--- src/olg_pkg.sv ---
// Constants, carrier types and decode functions for the output path limiter and noise gate.
// Assumes one 25 MHz system clock and 24-bit two's complement audio samples.
`default_nettype none
package olg_pkg;
  localparam int NPATH = 3;
  localparam int DW    = 24;
  localparam int GW    = 9;
  localparam int PAW   = 16;
  localparam int HOLDW = 10;
  localparam int RATEW = 3;

  // Printed offsets are register indices; the byte address is four times the index.
  localparam logic [13:0] HPL_LIMIT_IDX = 14'h0412;
  localparam logic [13:0] HPL_SRC_IDX   = 14'h0413;
  localparam logic [13:0] HPR_LIMIT_IDX = 14'h0416;
  localparam logic [13:0] HPR_SRC_IDX   = 14'h0417;
  localparam logic [13:0] SPK_LIMIT_IDX = 14'h042A;
  localparam logic [13:0] SPK_SRC_IDX   = 14'h042B;
  localparam logic [13:0] GATE_CTRL_IDX = 14'h0458;
  localparam logic [13:0] GATE_STAT_IDX = 14'h0459;
  localparam logic [13:0] RAMP_CTRL_IDX = 14'h045A;

  localparam logic [7:0]  LIMIT_RST    = 8'h81;
  localparam logic [11:0] HPL_SRC_RST  = 12'h001;
  localparam logic [11:0] HPR_SRC_RST  = 12'h002;
  localparam logic [11:0] SPK_SRC_RST  = 12'h040;
  localparam logic [5:0]  GATE_CTRL_RST = 6'h00;
  localparam logic [7:0]  RAMP_CTRL_RST = 8'h00;

  localparam int SRC_HPL_BIT  = 0;
  localparam int SRC_HPR_BIT  = 1;
  localparam int SRC_SPK_BIT  = 6;
  localparam logic [11:0] SRC_VALID = 12'h043;
  localparam int CTRL_ENA_BIT = 0;
  localparam int CTRL_THR_LSB = 1;
  localparam int CTRL_HOLD_LSB = 4;
  localparam int RAMP_VD_LSB  = 0;
  localparam int RAMP_VI_LSB  = 4;
  localparam int STAT_GAIN_LSB = 4;

  localparam logic [GW-1:0] GAIN_UNITY = 9'h100;
  localparam logic [DW-1:0] FS_MAG     = 24'h7FFFFF;

  localparam int CLK_HZ      = 25_000_000;
  localparam int MS_PER_S    = 1000;
  localparam int MS_CYCLES   = CLK_HZ / MS_PER_S;
  localparam int HOLD0_MS    = 30;
  localparam int HOLD1_MS    = 120;
  localparam int HOLD2_MS    = 250;
  localparam int HOLD3_MS    = 500;

  typedef struct packed {
    logic                       valid;
    logic [NPATH-1:0][DW-1:0]   data;
  } olg_stream_t;

  function automatic logic [DW-1:0] olg_mag(input logic [DW-1:0] s);
    olg_mag = s[DW-1] ? DW'(-s) : s;
  endfunction : olg_mag

  // Half-decibel limit levels as Q16 fractions of full scale; 0 dB and above clamp at full scale.
  function automatic logic [DW-1:0] olg_limit_mag(input logic [7:0] code);
    logic [16:0]   frac;
    logic [DW+16:0] prod;
    case (code)
      8'h74:   frac = 17'h0804E;
      8'h75:   frac = 17'h087E8;
      8'h76:   frac = 17'h08FF6;
      8'h77:   frac = 17'h0987D;
      8'h78:   frac = 17'h0A186;
      8'h79:   frac = 17'h0AB19;
      8'h7A:   frac = 17'h0B53C;
      8'h7B:   frac = 17'h0BFF9;
      8'h7C:   frac = 17'h0CB59;
      8'h7D:   frac = 17'h0D766;
      8'h7E:   frac = 17'h0E429;
      8'h7F:   frac = 17'h0F1AE;
      default: frac = 17'h10000;
    endcase
    prod = {17'h00000, FS_MAG} * {{DW{1'b0}}, frac};
    olg_limit_mag = prod[DW+15:16];
  endfunction : olg_limit_mag

  // Threshold amplitudes in units of full scale divided by two to the 24th.
  function automatic logic [15:0] olg_thr_q24(input logic [2:0] code);
    case (code)
      3'h0:    olg_thr_q24 = 16'h4189;
      3'h1:    olg_thr_q24 = 16'h20D9;
      3'h2:    olg_thr_q24 = 16'h1076;
      3'h3:    olg_thr_q24 = 16'h0840;
      3'h4:    olg_thr_q24 = 16'h0423;
      3'h5:    olg_thr_q24 = 16'h0213;
      3'h6:    olg_thr_q24 = 16'h010A;
      default: olg_thr_q24 = 16'h0085;
    endcase
  endfunction : olg_thr_q24

  function automatic logic [HOLDW-1:0] olg_hold_ms(input logic [1:0] code);
    case (code)
      2'h0:    olg_hold_ms = HOLDW'(HOLD0_MS);
      2'h1:    olg_hold_ms = HOLDW'(HOLD1_MS);
      2'h2:    olg_hold_ms = HOLDW'(HOLD2_MS);
      default: olg_hold_ms = HOLDW'(HOLD3_MS);
    endcase
  endfunction : olg_hold_ms
endpackage : olg_pkg
`default_nettype wire

--- src/olg_limiter.sv ---
// One output path's digital clipper, registered once.
// Assumes samples arrive with a one-cycle valid strobe at the audio sample rate.
`timescale 1ns/10ps
`default_nettype none
module olg_limiter
  import olg_pkg::*;
(
  input  wire logic          pclk,
  input  wire logic          presetn,
  input  wire logic          in_valid,
  input  wire logic [DW-1:0] in_sample,
  input  wire logic [7:0]    limit_code,
  output logic               out_valid,
  output logic [DW-1:0]      out_sample
);
  typedef struct packed {
    logic          valid;
    logic [DW-1:0] smp;
  } olg_lim_state_t;

  olg_lim_state_t st_q;
  olg_lim_state_t st_d;
  logic [DW-1:0]  lim;

  always_comb begin
    st_d  = st_q;
    lim   = olg_limit_mag(limit_code);
    st_d.valid = in_valid;
    if (in_valid) begin
      if ($signed(in_sample) > $signed(lim)) begin
        st_d.smp = lim; // [RULE_01] [RULE_02] [RULE_04]
      end else if ($signed(in_sample) < $signed(DW'(-lim))) begin
        st_d.smp = DW'(-lim); // [RULE_01]
      end else begin
        st_d.smp = in_sample;
      end
    end
  end

  always_ff @(posedge pclk or negedge presetn) begin
    if (!presetn) begin
      st_q <= '0;
    end else begin
      st_q <= st_d;
    end
  end

  assign out_valid  = st_q.valid;
  assign out_sample = st_q.smp;

  property p_clip_bound;
    @(posedge pclk) disable iff (!presetn)
      out_valid |-> olg_mag(out_sample) <= olg_limit_mag($past(limit_code));
  endproperty
  a_clip_bound: assert property (p_clip_bound) else $error("clipped sample above limit"); // [RULE_01]

  property p_pass_small;
    @(posedge pclk) disable iff (!presetn)
      (in_valid && olg_mag(in_sample) < olg_limit_mag(limit_code))
        |=> out_valid && out_sample == $past(in_sample);
  endproperty
  a_pass_small: assert property (p_pass_small) else $error("sample under limit altered"); // [RULE_04]
endmodule : olg_limiter
`default_nettype wire

--- src/olg_gate_timer.sv ---
// Hold timer and gate state for one output path.
// Assumes a one-cycle millisecond tick and a per-sample quiet flag from the top level.
`timescale 1ns/10ps
`default_nettype none
module olg_gate_timer
  import olg_pkg::*;
(
  input  wire logic       pclk,
  input  wire logic       presetn,
  input  wire logic       enable,
  input  wire logic       sample_valid,
  input  wire logic       quiet,
  input  wire logic       ms_tick,
  input  wire logic [1:0] hold_code,
  output logic            gate_active
);
  typedef enum logic [1:0] {
    GT_IDLE  = 2'b00,
    GT_COUNT = 2'b01,
    GT_MUTE  = 2'b10
  } olg_gate_st_t;

  typedef struct packed {
    olg_gate_st_t     st;
    logic [HOLDW-1:0] cnt;
  } olg_gate_state_t;

  olg_gate_state_t s_q;
  olg_gate_state_t s_d;

  always_comb begin
    s_d = s_q;
    case (s_q.st)
      GT_IDLE: begin
        s_d.cnt = '0;
        if (enable && sample_valid && quiet) begin
          s_d.st = GT_COUNT; // [RULE_06]
        end
      end
      GT_COUNT: begin
        if (!enable || (sample_valid && !quiet)) begin
          s_d.st  = GT_IDLE; // [RULE_17]
          s_d.cnt = '0;
        end else if (ms_tick) begin
          // The gate closes on the tick after the count reaches the hold figure, so only after more than that many ms.
          if (s_q.cnt == olg_hold_ms(hold_code)) begin
            s_d.st = GT_MUTE; // [RULE_13] [RULE_14]
          end else begin
            s_d.cnt = HOLDW'(s_q.cnt + 1'b1);
          end
        end
      end
      GT_MUTE: begin
        if (!enable || (sample_valid && !quiet)) begin
          s_d.st  = GT_IDLE; // [RULE_07] [RULE_17]
          s_d.cnt = '0;
        end
      end
      default: begin
        s_d.st  = GT_IDLE;
        s_d.cnt = '0;
      end
    endcase
  end

  always_ff @(posedge pclk or negedge presetn) begin
    if (!presetn) begin
      s_q <= '{st: GT_IDLE, cnt: '0};
    end else begin
      s_q <= s_d;
    end
  end

  assign gate_active = (s_q.st == GT_MUTE);

  property p_release;
    @(posedge pclk) disable iff (!presetn)
      (sample_valid && !quiet) |=> !gate_active;
  endproperty
  a_release: assert property (p_release) else $error("gate held with loud source"); // [RULE_17]

  property p_disabled;
    @(posedge pclk) disable iff (!presetn)
      !enable |=> !gate_active;
  endproperty
  a_disabled: assert property (p_disabled) else $error("gate active while disabled"); // [RULE_07]

  property p_hold_done;
    @(posedge pclk) disable iff (!presetn)
      $rose(gate_active) |-> $past(s_q.cnt) == olg_hold_ms($past(hold_code)) && $past(ms_tick);
  endproperty
  a_hold_done: assert property (p_hold_done) else $error("gate before hold time"); // [RULE_13]
endmodule : olg_gate_timer
`default_nettype wire

--- src/olg_top.sv ---
// APB-programmed limiter and noise gate for the three output paths.
// Assumes a 25 MHz pclk, an APB master, and one sample per path per valid strobe.
// Overview of operation
// [RULE_01] Any sample beyond the path limit is clipped and held at that limit level.
// [RULE_02] Clipping is done on the digital stream, before the path's converter.
// [RULE_03] Software is expected to keep limits at full scale to avoid clipping later on.
// [RULE_04] The 8-bit limit code is read in half-decibel steps from -6 dB at 74h to +6 dB at 8Ch; codes 80h to 8Ch all clip at full scale (0 dB) here.
// [RULE_05] Software never writes limit codes below 74h or above 8Ch.
// [RULE_06] An enabled gate whose sources are below threshold mutes its path.
// [RULE_07] One global enable bit turns the whole gate function on and off.
// [RULE_08] With several sources selected, a path mutes only while all of them are quiet.
// [RULE_09] Source mask bit 0 is headphone left, bit 1 headphone right, bit 6 speaker.
// [RULE_10] The shared 3-bit threshold runs from -60 dB at code 0 to -102 dB at code 7.
// [RULE_11] The threshold is compared with the level after the limiter, free of volume.
// [RULE_12] Each path's gate decides on its own sources and content.
// [RULE_13] A gate closes only after the quiet condition lasts longer than the hold time.
// [RULE_14] Hold codes 0 to 3 give 30, 120, 250 and 500 ms.
// [RULE_15] A closing gate ramps the path down at the decrease rate.
// [RULE_16] An opening gate ramps the path back up at the increase rate.
// [RULE_17] A source going loud restarts the hold timer and opens the gate.
`timescale 1ns/10ps
`default_nettype none
module olg_top
  import olg_pkg::*;
#(
  parameter int CYCLES_PER_MS = MS_CYCLES
) (
  input  wire logic             pclk,
  input  wire logic             presetn,
  input  wire logic             psel,
  input  wire logic             penable,
  input  wire logic             pwrite,
  input  wire logic [PAW-1:0]   paddr,
  input  wire logic [31:0]      pwdata,
  output logic [31:0]           prdata,
  output logic                  pready,
  output logic                  pslverr,
  input  wire olg_stream_t      in_stream,
  output olg_stream_t           out_stream
);
  localparam int TW = $clog2(CYCLES_PER_MS + 1);
  localparam logic [TW-1:0] TICK_LAST = TW'(CYCLES_PER_MS - 1);

  typedef struct packed {
    logic [NPATH-1:0][7:0]    limit;
    logic [NPATH-1:0][11:0]   mask;
    logic [5:0]               ctrl;
    logic [7:0]               ramp;
    logic [NPATH-1:0][GW-1:0] gain;
    logic [NPATH-1:0][RATEW-1:0] rcnt;
    logic [TW-1:0]            tcnt;
    logic                     tick;
    logic [31:0]              rdata;
    logic                     ready;
    logic                     err;
    olg_stream_t              out;
  } olg_top_state_t;

  olg_top_state_t r_q;
  olg_top_state_t r_d;

  logic [NPATH-1:0]         lim_valid;
  logic [NPATH-1:0][DW-1:0] lim_smp;
  logic [NPATH-1:0]         below;
  logic [NPATH-1:0]         quiet;
  logic [NPATH-1:0]         active;
  logic [DW:0]              thr_cmp;

  // Pick the three meaningful source bits out of a 12-bit mask, in path order.
  function automatic logic [NPATH-1:0] olg_sel(input logic [11:0] m);
    olg_sel = {m[SRC_SPK_BIT], m[SRC_HPR_BIT], m[SRC_HPL_BIT]};
  endfunction : olg_sel

  function automatic logic olg_known(input logic [13:0] idx);
    olg_known = (idx == HPL_LIMIT_IDX) || (idx == HPL_SRC_IDX) ||
                (idx == HPR_LIMIT_IDX) || (idx == HPR_SRC_IDX) ||
                (idx == SPK_LIMIT_IDX) || (idx == SPK_SRC_IDX) ||
                (idx == GATE_CTRL_IDX) || (idx == GATE_STAT_IDX) ||
                (idx == RAMP_CTRL_IDX);
  endfunction : olg_known

  assign thr_cmp = (DW+1)'(olg_thr_q24(r_q.ctrl[CTRL_THR_LSB +: 3]));

  genvar gp;
  generate
    for (gp = 0; gp < NPATH; gp++) begin : g_path
      olg_limiter u_lim (
        .pclk       (pclk),
        .presetn    (presetn),
        .in_valid   (in_stream.valid),
        .in_sample  (in_stream.data[gp]),
        .limit_code (r_q.limit[gp]),
        .out_valid  (lim_valid[gp]),
        .out_sample (lim_smp[gp])
      );

      // The limited stream ignores volume, so it stands for the level at the pin.
      assign below[gp] = {olg_mag(lim_smp[gp]), 1'b0} < thr_cmp; // [RULE_10] [RULE_11]

      // An empty mask never closes the gate; all selected sources must be quiet.
      assign quiet[gp] = (|olg_sel(r_q.mask[gp])) &&
                         (&(below | ~olg_sel(r_q.mask[gp]))); // [RULE_08] [RULE_09] [RULE_12]

      olg_gate_timer u_gate (
        .pclk         (pclk),
        .presetn      (presetn),
        .enable       (r_q.ctrl[CTRL_ENA_BIT]),
        .sample_valid (lim_valid[gp]),
        .quiet        (quiet[gp]),
        .ms_tick      (r_q.tick),
        .hold_code    (r_q.ctrl[CTRL_HOLD_LSB +: 2]),
        .gate_active  (active[gp])
      ); // [RULE_06] [RULE_07] [RULE_13]

      property p_ramp_down;
        @(posedge pclk) disable iff (!presetn)
          active[gp] |=> r_q.gain[gp] <= $past(r_q.gain[gp]);
      endproperty
      a_ramp_down: assert property (p_ramp_down) else $error("gain rose while gated"); // [RULE_15]

      property p_ramp_up;
        @(posedge pclk) disable iff (!presetn)
          !active[gp] |=> r_q.gain[gp] >= $past(r_q.gain[gp]);
      endproperty
      a_ramp_up: assert property (p_ramp_up) else $error("gain fell while open"); // [RULE_16]

      property p_step_one;
        @(posedge pclk) disable iff (!presetn)
          $changed(r_q.gain[gp]) |-> $past(lim_valid[gp]) &&
            (r_q.gain[gp] - $past(r_q.gain[gp]) == 9'h001 ||
             $past(r_q.gain[gp]) - r_q.gain[gp] == 9'h001);
      endproperty
      a_step_one: assert property (p_step_one) else $error("gain jumped"); // [RULE_15] [RULE_16]
    end
  endgenerate

  always_comb begin
    logic [13:0]         idx;
    logic                acc;
    logic [RATEW-1:0]    rate;
    logic [DW+GW:0]      prod;
    idx  = paddr[PAW-1:2];
    acc  = psel && penable && r_q.ready;
    rate = '0;
    prod = '0;
    r_d  = r_q;

    // Millisecond tick for the hold timers.
    r_d.tick = 1'b0;
    if (r_q.tcnt == TICK_LAST) begin
      r_d.tcnt = '0;
      r_d.tick = 1'b1;
    end else begin
      r_d.tcnt = TW'(r_q.tcnt + 1'b1);
    end

    // One wait state: ready rises in the second access cycle and drops after.
    r_d.ready = psel && penable && !r_q.ready;
    r_d.err   = psel && penable && !r_q.ready && !olg_known(idx);
    if (psel && penable && !r_q.ready) begin
      case (idx)
        HPL_LIMIT_IDX: r_d.rdata = {24'h000000, r_q.limit[0]};
        HPR_LIMIT_IDX: r_d.rdata = {24'h000000, r_q.limit[1]};
        SPK_LIMIT_IDX: r_d.rdata = {24'h000000, r_q.limit[2]};
        HPL_SRC_IDX:   r_d.rdata = {20'h00000, r_q.mask[0]};
        HPR_SRC_IDX:   r_d.rdata = {20'h00000, r_q.mask[1]};
        SPK_SRC_IDX:   r_d.rdata = {20'h00000, r_q.mask[2]};
        GATE_CTRL_IDX: r_d.rdata = {26'h0000000, r_q.ctrl};
        RAMP_CTRL_IDX: r_d.rdata = {24'h000000, r_q.ramp};
        GATE_STAT_IDX: r_d.rdata = {1'b0, r_q.gain, 1'b0, active};
        default:       r_d.rdata = 32'h00000000;
      endcase
    end
    if (acc && pwrite) begin
      case (idx)
        HPL_LIMIT_IDX: r_d.limit[0] = pwdata[7:0]; // [RULE_05]
        HPR_LIMIT_IDX: r_d.limit[1] = pwdata[7:0];
        SPK_LIMIT_IDX: r_d.limit[2] = pwdata[7:0];
        HPL_SRC_IDX:   r_d.mask[0]  = pwdata[11:0] & SRC_VALID; // [RULE_09]
        HPR_SRC_IDX:   r_d.mask[1]  = pwdata[11:0] & SRC_VALID;
        SPK_SRC_IDX:   r_d.mask[2]  = pwdata[11:0] & SRC_VALID;
        GATE_CTRL_IDX: r_d.ctrl     = pwdata[5:0]; // [RULE_07] [RULE_10] [RULE_14]
        RAMP_CTRL_IDX: r_d.ramp     = {1'b0, pwdata[6:4], 1'b0, pwdata[2:0]};
        default:       r_d.ramp     = r_q.ramp;
      endcase
    end

    // Gain ramps one step every (rate + 1) samples toward zero or unity.
    r_d.out.valid = lim_valid[0];
    for (int p = 0; p < NPATH; p++) begin
      rate = active[p] ? r_q.ramp[RAMP_VD_LSB +: RATEW] : r_q.ramp[RAMP_VI_LSB +: RATEW];
      if (lim_valid[p]) begin
        prod = $signed(lim_smp[p]) * $signed({1'b0, r_q.gain[p]});
        r_d.out.data[p] = prod[DW+7:8];
        if ((active[p] && r_q.gain[p] == '0) || (!active[p] && r_q.gain[p] == GAIN_UNITY)) begin
          r_d.rcnt[p] = '0;
        end else if (r_q.rcnt[p] == rate) begin
          r_d.rcnt[p] = '0;
          if (active[p]) begin
            r_d.gain[p] = GW'(r_q.gain[p] - 1'b1); // [RULE_15]
          end else begin
            r_d.gain[p] = GW'(r_q.gain[p] + 1'b1); // [RULE_16]
          end
        end else begin
          r_d.rcnt[p] = RATEW'(r_q.rcnt[p] + 1'b1);
        end
      end
    end
  end

  always_ff @(posedge pclk or negedge presetn) begin
    if (!presetn) begin
      r_q       <= '0;
      r_q.limit <= {LIMIT_RST, LIMIT_RST, LIMIT_RST};
      r_q.mask  <= {SPK_SRC_RST, HPR_SRC_RST, HPL_SRC_RST};
      r_q.ctrl  <= GATE_CTRL_RST;
      r_q.ramp  <= RAMP_CTRL_RST;
      r_q.gain  <= {GAIN_UNITY, GAIN_UNITY, GAIN_UNITY};
    end else begin
      r_q <= r_d;
    end
  end

  assign prdata     = r_q.rdata;
  assign pready     = r_q.ready;
  assign pslverr    = r_q.err;
  assign out_stream = r_q.out;

  property p_apb_wait;
    @(posedge pclk) disable iff (!presetn)
      (psel && penable && !pready) |=> pready;
  endproperty
  a_apb_wait: assert property (p_apb_wait) else $error("no ready after one wait state");

  property p_muted_zero;
    @(posedge pclk) disable iff (!presetn)
      (lim_valid[0] && r_q.gain[0] == '0) |=> out_stream.data[0] == '0;
  endproperty
  a_muted_zero: assert property (p_muted_zero) else $error("muted path not silent"); // [RULE_06]
endmodule : olg_top
`default_nettype wire

--- config.mk ---
export PLATFORM = sky130hd
export DESIGN_NAME = olg_top
export DESIGN_NICKNAME = d
export VERILOG_FILES = /design/src/olg_pkg.sv /design/src/olg_limiter.sv /design/src/olg_gate_timer.sv /design/src/olg_top.sv
export SDC_FILE = /design/constraint.sdc
export NUM_CORES = 2
export LEC_CHECK = 0
export BUFFER_PORTS_ARGS = -buffer_cell sky130_fd_sc_hd__buf_2
export CAP_MARGIN = 20
export CORE_UTILIZATION = 55
export DETAILED_ROUTE_END_ITERATION = 10
export PLACE_DENSITY = 0.79
export SETUP_SLACK_MARGIN = 0.3
export SLEW_MARGIN = 5
export SYNTH_ARGS = -nofsm -noshare
export SYNTH_HDL_FRONTEND = slang
export SYNTH_SLANG_ARGS = --single-unit
--- constraint.sdc ---
create_clock -name pclk -period 14.6 [get_ports pclk]
set_input_delay 2.92 -clock pclk [delete_from_list [all_inputs] [get_ports pclk]]
set_output_delay 2.92 -clock pclk [all_outputs]
set_load 0.01 [all_outputs]
Word level (Yosys, flattened, before mapping)
Index checks and enable logic that the tools add are counted.

Add/sub/neg operators: 19. $mul: 6. Order comparisons: 9. Eq/ne operators: 84. Mux-type cells: 57. Bitwise gates (word level): 9. Reductions and logical operators: 75.

Operators by type and width (count): $pmux 17 s12 (3); $eq 8x7->1 const B (36); $pmux 31 s9 (1); $mux 24 (9); $neg 24->24 (6); $eq 14x11->1 const B (9); $mul 23x17->40 const A (3); $mux 12 (9); $pmux 12 s3 (3); $pmux 15 s7 (1); $mux 10 (10); $mul 24x10->32 (3); $lt 25x16->1 (3); $gt 24x24->1 (3); $lt 24x24->1 (3); $add 10x1->10 const B (3); $eq 10x10->1 (3); $add 9x1->9 const B (3); $eq 9x9->1 const B (3); $logic_not 9->1 (3); $mux 3 (9); $mux 9 (3); $pmux 9 s3 (1); $reduce_and 3->1 (9); 29 further kinds (120).

Flip-flop bits (word level): 313. Input port bits: 126. Output and inout bits: 107. Logic and storage cells: 292.

Depth between registers and ports, before layout
Depth after elaboration: 16. Mapped depth: 50. Gate-level depth less buffers: 45.

Modules after synthesis
A second synthesis with hierarchy kept.

Cell total of the unflattened synthesis: 7202. Area total of the unflattened synthesis: 62065.8 um2.

Modules (own cells, without submodules): olg_top (times used 1, cells each 3684, area each 33487.1 um2, sequential area each 5094.9 um2); olg_limiter at g_path[1].u_lim ... (times used 2, cells each 1097, area each 8710.9 um2, sequential area each 625.6 um2); olg_limiter at g_path[0].u_lim (times used 1, cells each 1081, area each 8792.2 um2, sequential area each 625.6 um2); olg_gate_timer (times used 3, cells each 81, area each 788.3 um2, sequential area each 300.3 um2).

Worst setup path after synthesis
No wires, ideal clock.

Kind: register to register. From: reg r_q[209] in the netlist's numbering. To: reg g_path[0].u_lim.st_q, in the netlist g_path[0].u_lim.out_sample[1]. Library setup time: 64 ps. Arrival time: 10711 ps. Required time: 14536 ps. Slack: 3824 ps. Cell stages (with the launch flop): 49. Buffers on the path: 5. Period minus slack after synthesis: 10776 ps. Cells stage by stage: dfstp_2 -> clkbuf_1 -> clkbuf_1 -> o21ai_0 -> a21oi_1 -> inv_1 -> fa_1 -> clkbuf_1 -> inv_1 -> ha_1 -> xnor2_1 -> inv_1 -> fa_1 -> inv_1 -> ha_1 -> xor2_1 -> fa_1 -> inv_1 -> [... 13 more ...] -> nor2_1 -> nor2_1 -> a31oi_1 -> xnor2_1 -> ha_1 -> a21o_1 -> a21o_1 -> a21o_1 -> a21oi_1 -> o2111ai_1 -> o221a_2 -> nand4_1 -> a21boi_0 -> o31ai_1 -> clkbuf_1 -> nand3_1 -> a311oi_1 -> a21o_1.

Word-level cells in the longest chain between the ends: 7. Elaborated cells on any way between the ends: 19. Those cells by class: add/sub (1); mul (1); order compare (2); eq/ne (12); mux (3).

Ends and longest elaborated chain: from (decl) (line olg_top.sv:59) `olg_top_state_t r_q;`; from (signal assigned) (line olg_top.sv:220) `r_q <= r_d;`; $eq 8x7->1 (line olg_pkg.sv:65) `case (code)`; $pmux 17 s12 (*) (line olg_pkg.sv:65); $mul 23x17->40 (*) (line olg_pkg.sv:80) `prod = {17'h00000, FS_MAG} * {{DW{1'b0}}, frac};`; $neg 24->24 (line olg_limiter.sv:32, olg_limiter.sv:33); $lt 24x24->1 (line olg_limiter.sv:32) `end else if ($signed(in_sample) < $signed(DW'(-lim))) begin`; $mux 24 (line olg_limiter.sv:32); $mux 24 (*) (line olg_limiter.sv:30) `if ($signed(in_sample) > $signed(lim)) begin`; to (signal assigned) (line olg_limiter.sv:44) `st_q <= st_d;`; to (decl) (line olg_limiter.sv:21) `olg_lim_state_t st_q;`.

Mark *: on every way between the ends. The rest lies on a longest branch, timed or not. A chain may end at the register's enable or synchronous reset.

Worst setup path in the final report
From: reg r_q[212] in the netlist's numbering. To: reg g_path[0].u_lim.st_q, in the netlist g_path[0].u_lim.out_sample[18].

Same word-level chain as after synthesis.

==> results.tsv <==
stage	metric	value	unit
run_status	outcome	finished, final reports clean	
placement	GPL Wtd Cong	0.995	
cts	Root Driver	clkbuf_16	
timing	Hold Fails Final Rpt	0	
yosys	post-synthesis xor/xnor area fraction	0.0590	
setup_path	Worst Path Arrival	13.60	ns
power	Switching Fraction	0.501	
routing	Vias/cell	5.84	
timing	max-slew violation total from the final report	0	
die	Ports	233	
finish	fin cells	8420	
cts	clock sink total	312	
power	Seq pwr share	0.092	
finish	Final #Nets	8491	
yosys	Post-synth EDFFs	0	
grt	largest net degree at the start of global routing	182	
yosys	adder-cell share of the synthesized area	0.388	
yosys	post-synthesis simple-gate area fraction	0.166	
setup_path	CP startpoint kind	flip-flop	
finish	combined area of the multi-input logic cells	46900	um2
setup_path	CP top delay family	compound AO/OA/AOI/OAI gates	
finish	most frequent cells in the layout	inv_1, ha_1, fa_1	
yosys	Area contributors post-synth	fa_1, ha_1, dfrtp_1	
yosys	share of flip-flops with an asynchronous set or reset	1.00	
setup_path	CP Max Fanout	19	
yosys	register area share after synthesis	0.128	
grt	Remaining Overflow, GRT	0	
timing	Final min period	13.13	ns
finish	Finished Cell Area	63900	um2
finish	most common cell after layout, fill and taps aside	inv_1	
setup_path	Worst EP required	15.07	ns
cts	Hold Buf Count CTS	0	
routing	DRT iter0 DRCs	4140	
yosys	Yosys cell types	110	
cts	Post-CTS Setup Bufs	0	
setup_path	Worst path slowest cell	o31ai_1	
power	Leakage	33.0	nW
power	peak supply drop	0.417	mV
finish	fill count	9449	
setup_path	crit-path max cell delay	0.91	ns
power	power per cell area	248	nW/um2
yosys	largest family of logic cells by synthesized area	adder cells	
grt	global-route wire length before repair	258000	um
min_path	Hold Path Class	flip-flop to flip-flop	
cts	CTS tree	done	
cts	clock buffer depth	3	
setup_path	WP buf/inv	8	
routing	Wirelength per Cell	19.1	um
placement	Placed Area	62200	um2
die	DIE HEIGHT	335	um
power	Net Switching	7.92	mW
placement	placed instance count	8332	
routing	routed via count	49200	
timing	Worst-Margin Slew	1.11	ns
die	Starting Density	0.558	
grt	initial antenna violation count	26	
yosys	register bit total from synthesis	312	
yosys	ys flop type	dfrtp_1	
finish	P&R area growth vs syn	4.78	%
yosys	Yosys top cell area share	0.233	
setup_path	critical path's most frequent cell	inv_1	
cts	Post-CTS Resized	0	
routing	antenna-violating nets left	0	
setup_path	CP Capture Type	flip-flop	
die	Die X	335	um
routing	final WL	161000	um
setup_path	critical path class	flip-flop to flip-flop	
cts	clock buffer count from CTS	43	
grt	gr usage total	0.287	
flow_run	Max Cap Viol	0	
placement	dpl hpwl	128000	um
timing	fmax	76.2	MHz
finish	fraction of layout cells with a size suffix above 1	0.0773	
power	Internal Pwr Total	7.90	mW
yosys	mux cell area share after synthesis	0.0340	
timing	Slew HR	0.257	
cts	H-tree levels	2	
yosys	synthesized area per cell	8.70	um2
yosys	Synth Area in Compound Gates	0.122	
die	Core ar.	109000	um2
placement	IO Port Bufs	205	
yosys	Gate Count Post-Synth	7002	
cts	Worst-Skew Late Latency	0.62	ns
yosys	synth warn	0	
yosys	Post-Syn Area	60900	um2
routing	1st-pass router iterations	7	
cts	Reg clk slew, reported paths	0.05	ns
die	Rows	121	
routing	DRC Markers	0	
timing	Setup TNS Final	0	ns
power	clock power share	0.075	
grt	vias in the first global route	48900	
timing	RSZ-0062 raised after global routing	no	
finish	Final Util	0.584	
timing	final setup violation count	0	
power	combinational share of power	0.833	
die	die area	112000	um2
timing	Final Cycle Share	0.899	
timing	Clock Skew	0.0298	ns
yosys	area leader, netlist	fa_1	
finish	FF+latch area	7830	um2
==> Yosys cell counts (15+ instances only) <==
| library cell | number |
|---|---|
| nor4_1 | 33 |
| nor2b_1 | 73 |
| a221oi_1 | 15 |
| ha_1 | 754 |
| and3_1 | 26 |
| fa_1 | 708 |
| mux2i_1 | 52 |
| nand2b_1 | 79 |
| o21a_1 | 45 |
| o21ai_0 | 203 |
| a31oi_1 | 43 |
| a21oi_1 | 311 |
| inv_1 | 1131 |
| o221ai_1 | 16 |
| o211ai_1 | 42 |
| nor2_1 | 286 |
| or3_1 | 33 |
| o21bai_1 | 17 |
| dfrtp_1 | 300 |
| or2_2 | 17 |
| buf_2 | 22 |
| nor3_1 | 91 |
| xnor2_1 | 275 |
| and4_1 | 15 |
| xor2_1 | 134 |
| and2_1 | 437 |
| nand3b_1 | 18 |
| buf_4 | 113 |
| nand4_1 | 55 |
| o2111ai_1 | 17 |
| o22ai_1 | 19 |
| o21ai_1 | 15 |
| o31ai_1 | 38 |
| nand2_1 | 563 |
| nand3_1 | 161 |
| a211o_1 | 17 |
| or4_1 | 15 |
| a21o_1 | 134 |
| a211oi_1 | 21 |
| mux2_2 | 138 |
| a22oi_1 | 20 |
| clkbuf_1 | 246 |
==> metal layers <==
| layer | GRT usage | vias to the layer above | share of wire |
|---|---|---|---|
| met5 | 0 | - | 0.0011 |
| met4 | 0.103 | 28 | 0.035 |
| met3 | 0.0609 | 349 | 0.084 |
| met2 | 0.452 | 1789 | 0.45 |
| met1 | 0.388 | 24200 | 0.43 |
| li1 | - | 22800 | - |
==> flip-flops by register name, summed over array words and instances, names as in the netlist <==
register / cells
prdata: 31
r_q: 97
pslverr: 1
pready: 1
g_path.u_lim.out_valid: 1
out_stream: 73
g_path.u_lim.out_sample: 72
g_path.u_gate.s_q: 36
==> area by class of cell <==
| type | instances | area share |
|---|---|---|
| multi-input cells | 5164 | 0.735 |
| flip-flops and latches | 312 | 0.123 |
| inverters | 1137 | 0.0668 |
| well taps | 1476 | 0.0289 |
| repair buffers | 245 | 0.0217 |
| clock buffers | 57 | 0.0196 |
| clock inverters | 20 | 0.00482 |
| diodes | 9 | 0.000353 |
==> metrics by stage <==
step                      power, mW  setup WS (ns)  hold WS (ns)
after CTS                      15.8           1.59         0.464
after global routing           17.6          0.564         0.484
final                          15.8           1.47         0.461
after global placement         14.0           1.94         0.443
after floorplan                11.5           3.82         0.394
after detailed placement       14.5           1.61         0.455
==> path summary, 6_finish.rpt <==
| kind | startpoint | end | slack [ns] | cells after the start |
|---|---|---|---|---|
| hold / removal | prdata[30] | prdata[30] | 0.46 | 2 |
| setup / recovery | r_q[212] | g_path[0].u_lim.out_sample[18] | 1.47 | 45 |
| hold reg to reg | prdata[30] | prdata[30] | 0.46 | 2 |
| max in group asynchronous | presetn | g_path[2].u_lim.out_valid | 10.70 | 2 |
| setup reg to reg | r_q[212] | g_path[0].u_lim.out_sample[18] | 1.47 | 45 |
| min in group asynchronous | presetn | g_path[1].u_lim.out_sample[2] | 2.30 | 1 |
==> tightest hold or removal path, delay by kind of cell, from the launching register on <==
kind / cells / cell delay, ns
AND/OR/NAND/NOR: 2 / 0.09
flip-flops: 1 / 0.34
==> power by group through the flow <==
stage          clock [mW]  sequential [mW]  combinational [mW]
3_5_place_dp            0             1.48                13.0
2_1_floorplan           0             1.24                10.3
6_report             1.18             1.46                13.2
4_1_cts              1.20             1.47                13.2
5_1_grt              1.23             1.48                14.9
3_3_place_gp            0             1.47                12.5
==> cell families after synthesis <==
family / Yosys count
xor gates and xnor gates: 410
and+or+nand+nor: 1968
DFF: 312
buffers and inverters: 1528
other: 2
adders and majority gates: 1466
AOI/OAI and AO/OA: 1126
muxes: 190
Power figures use the tool's default switching activity.
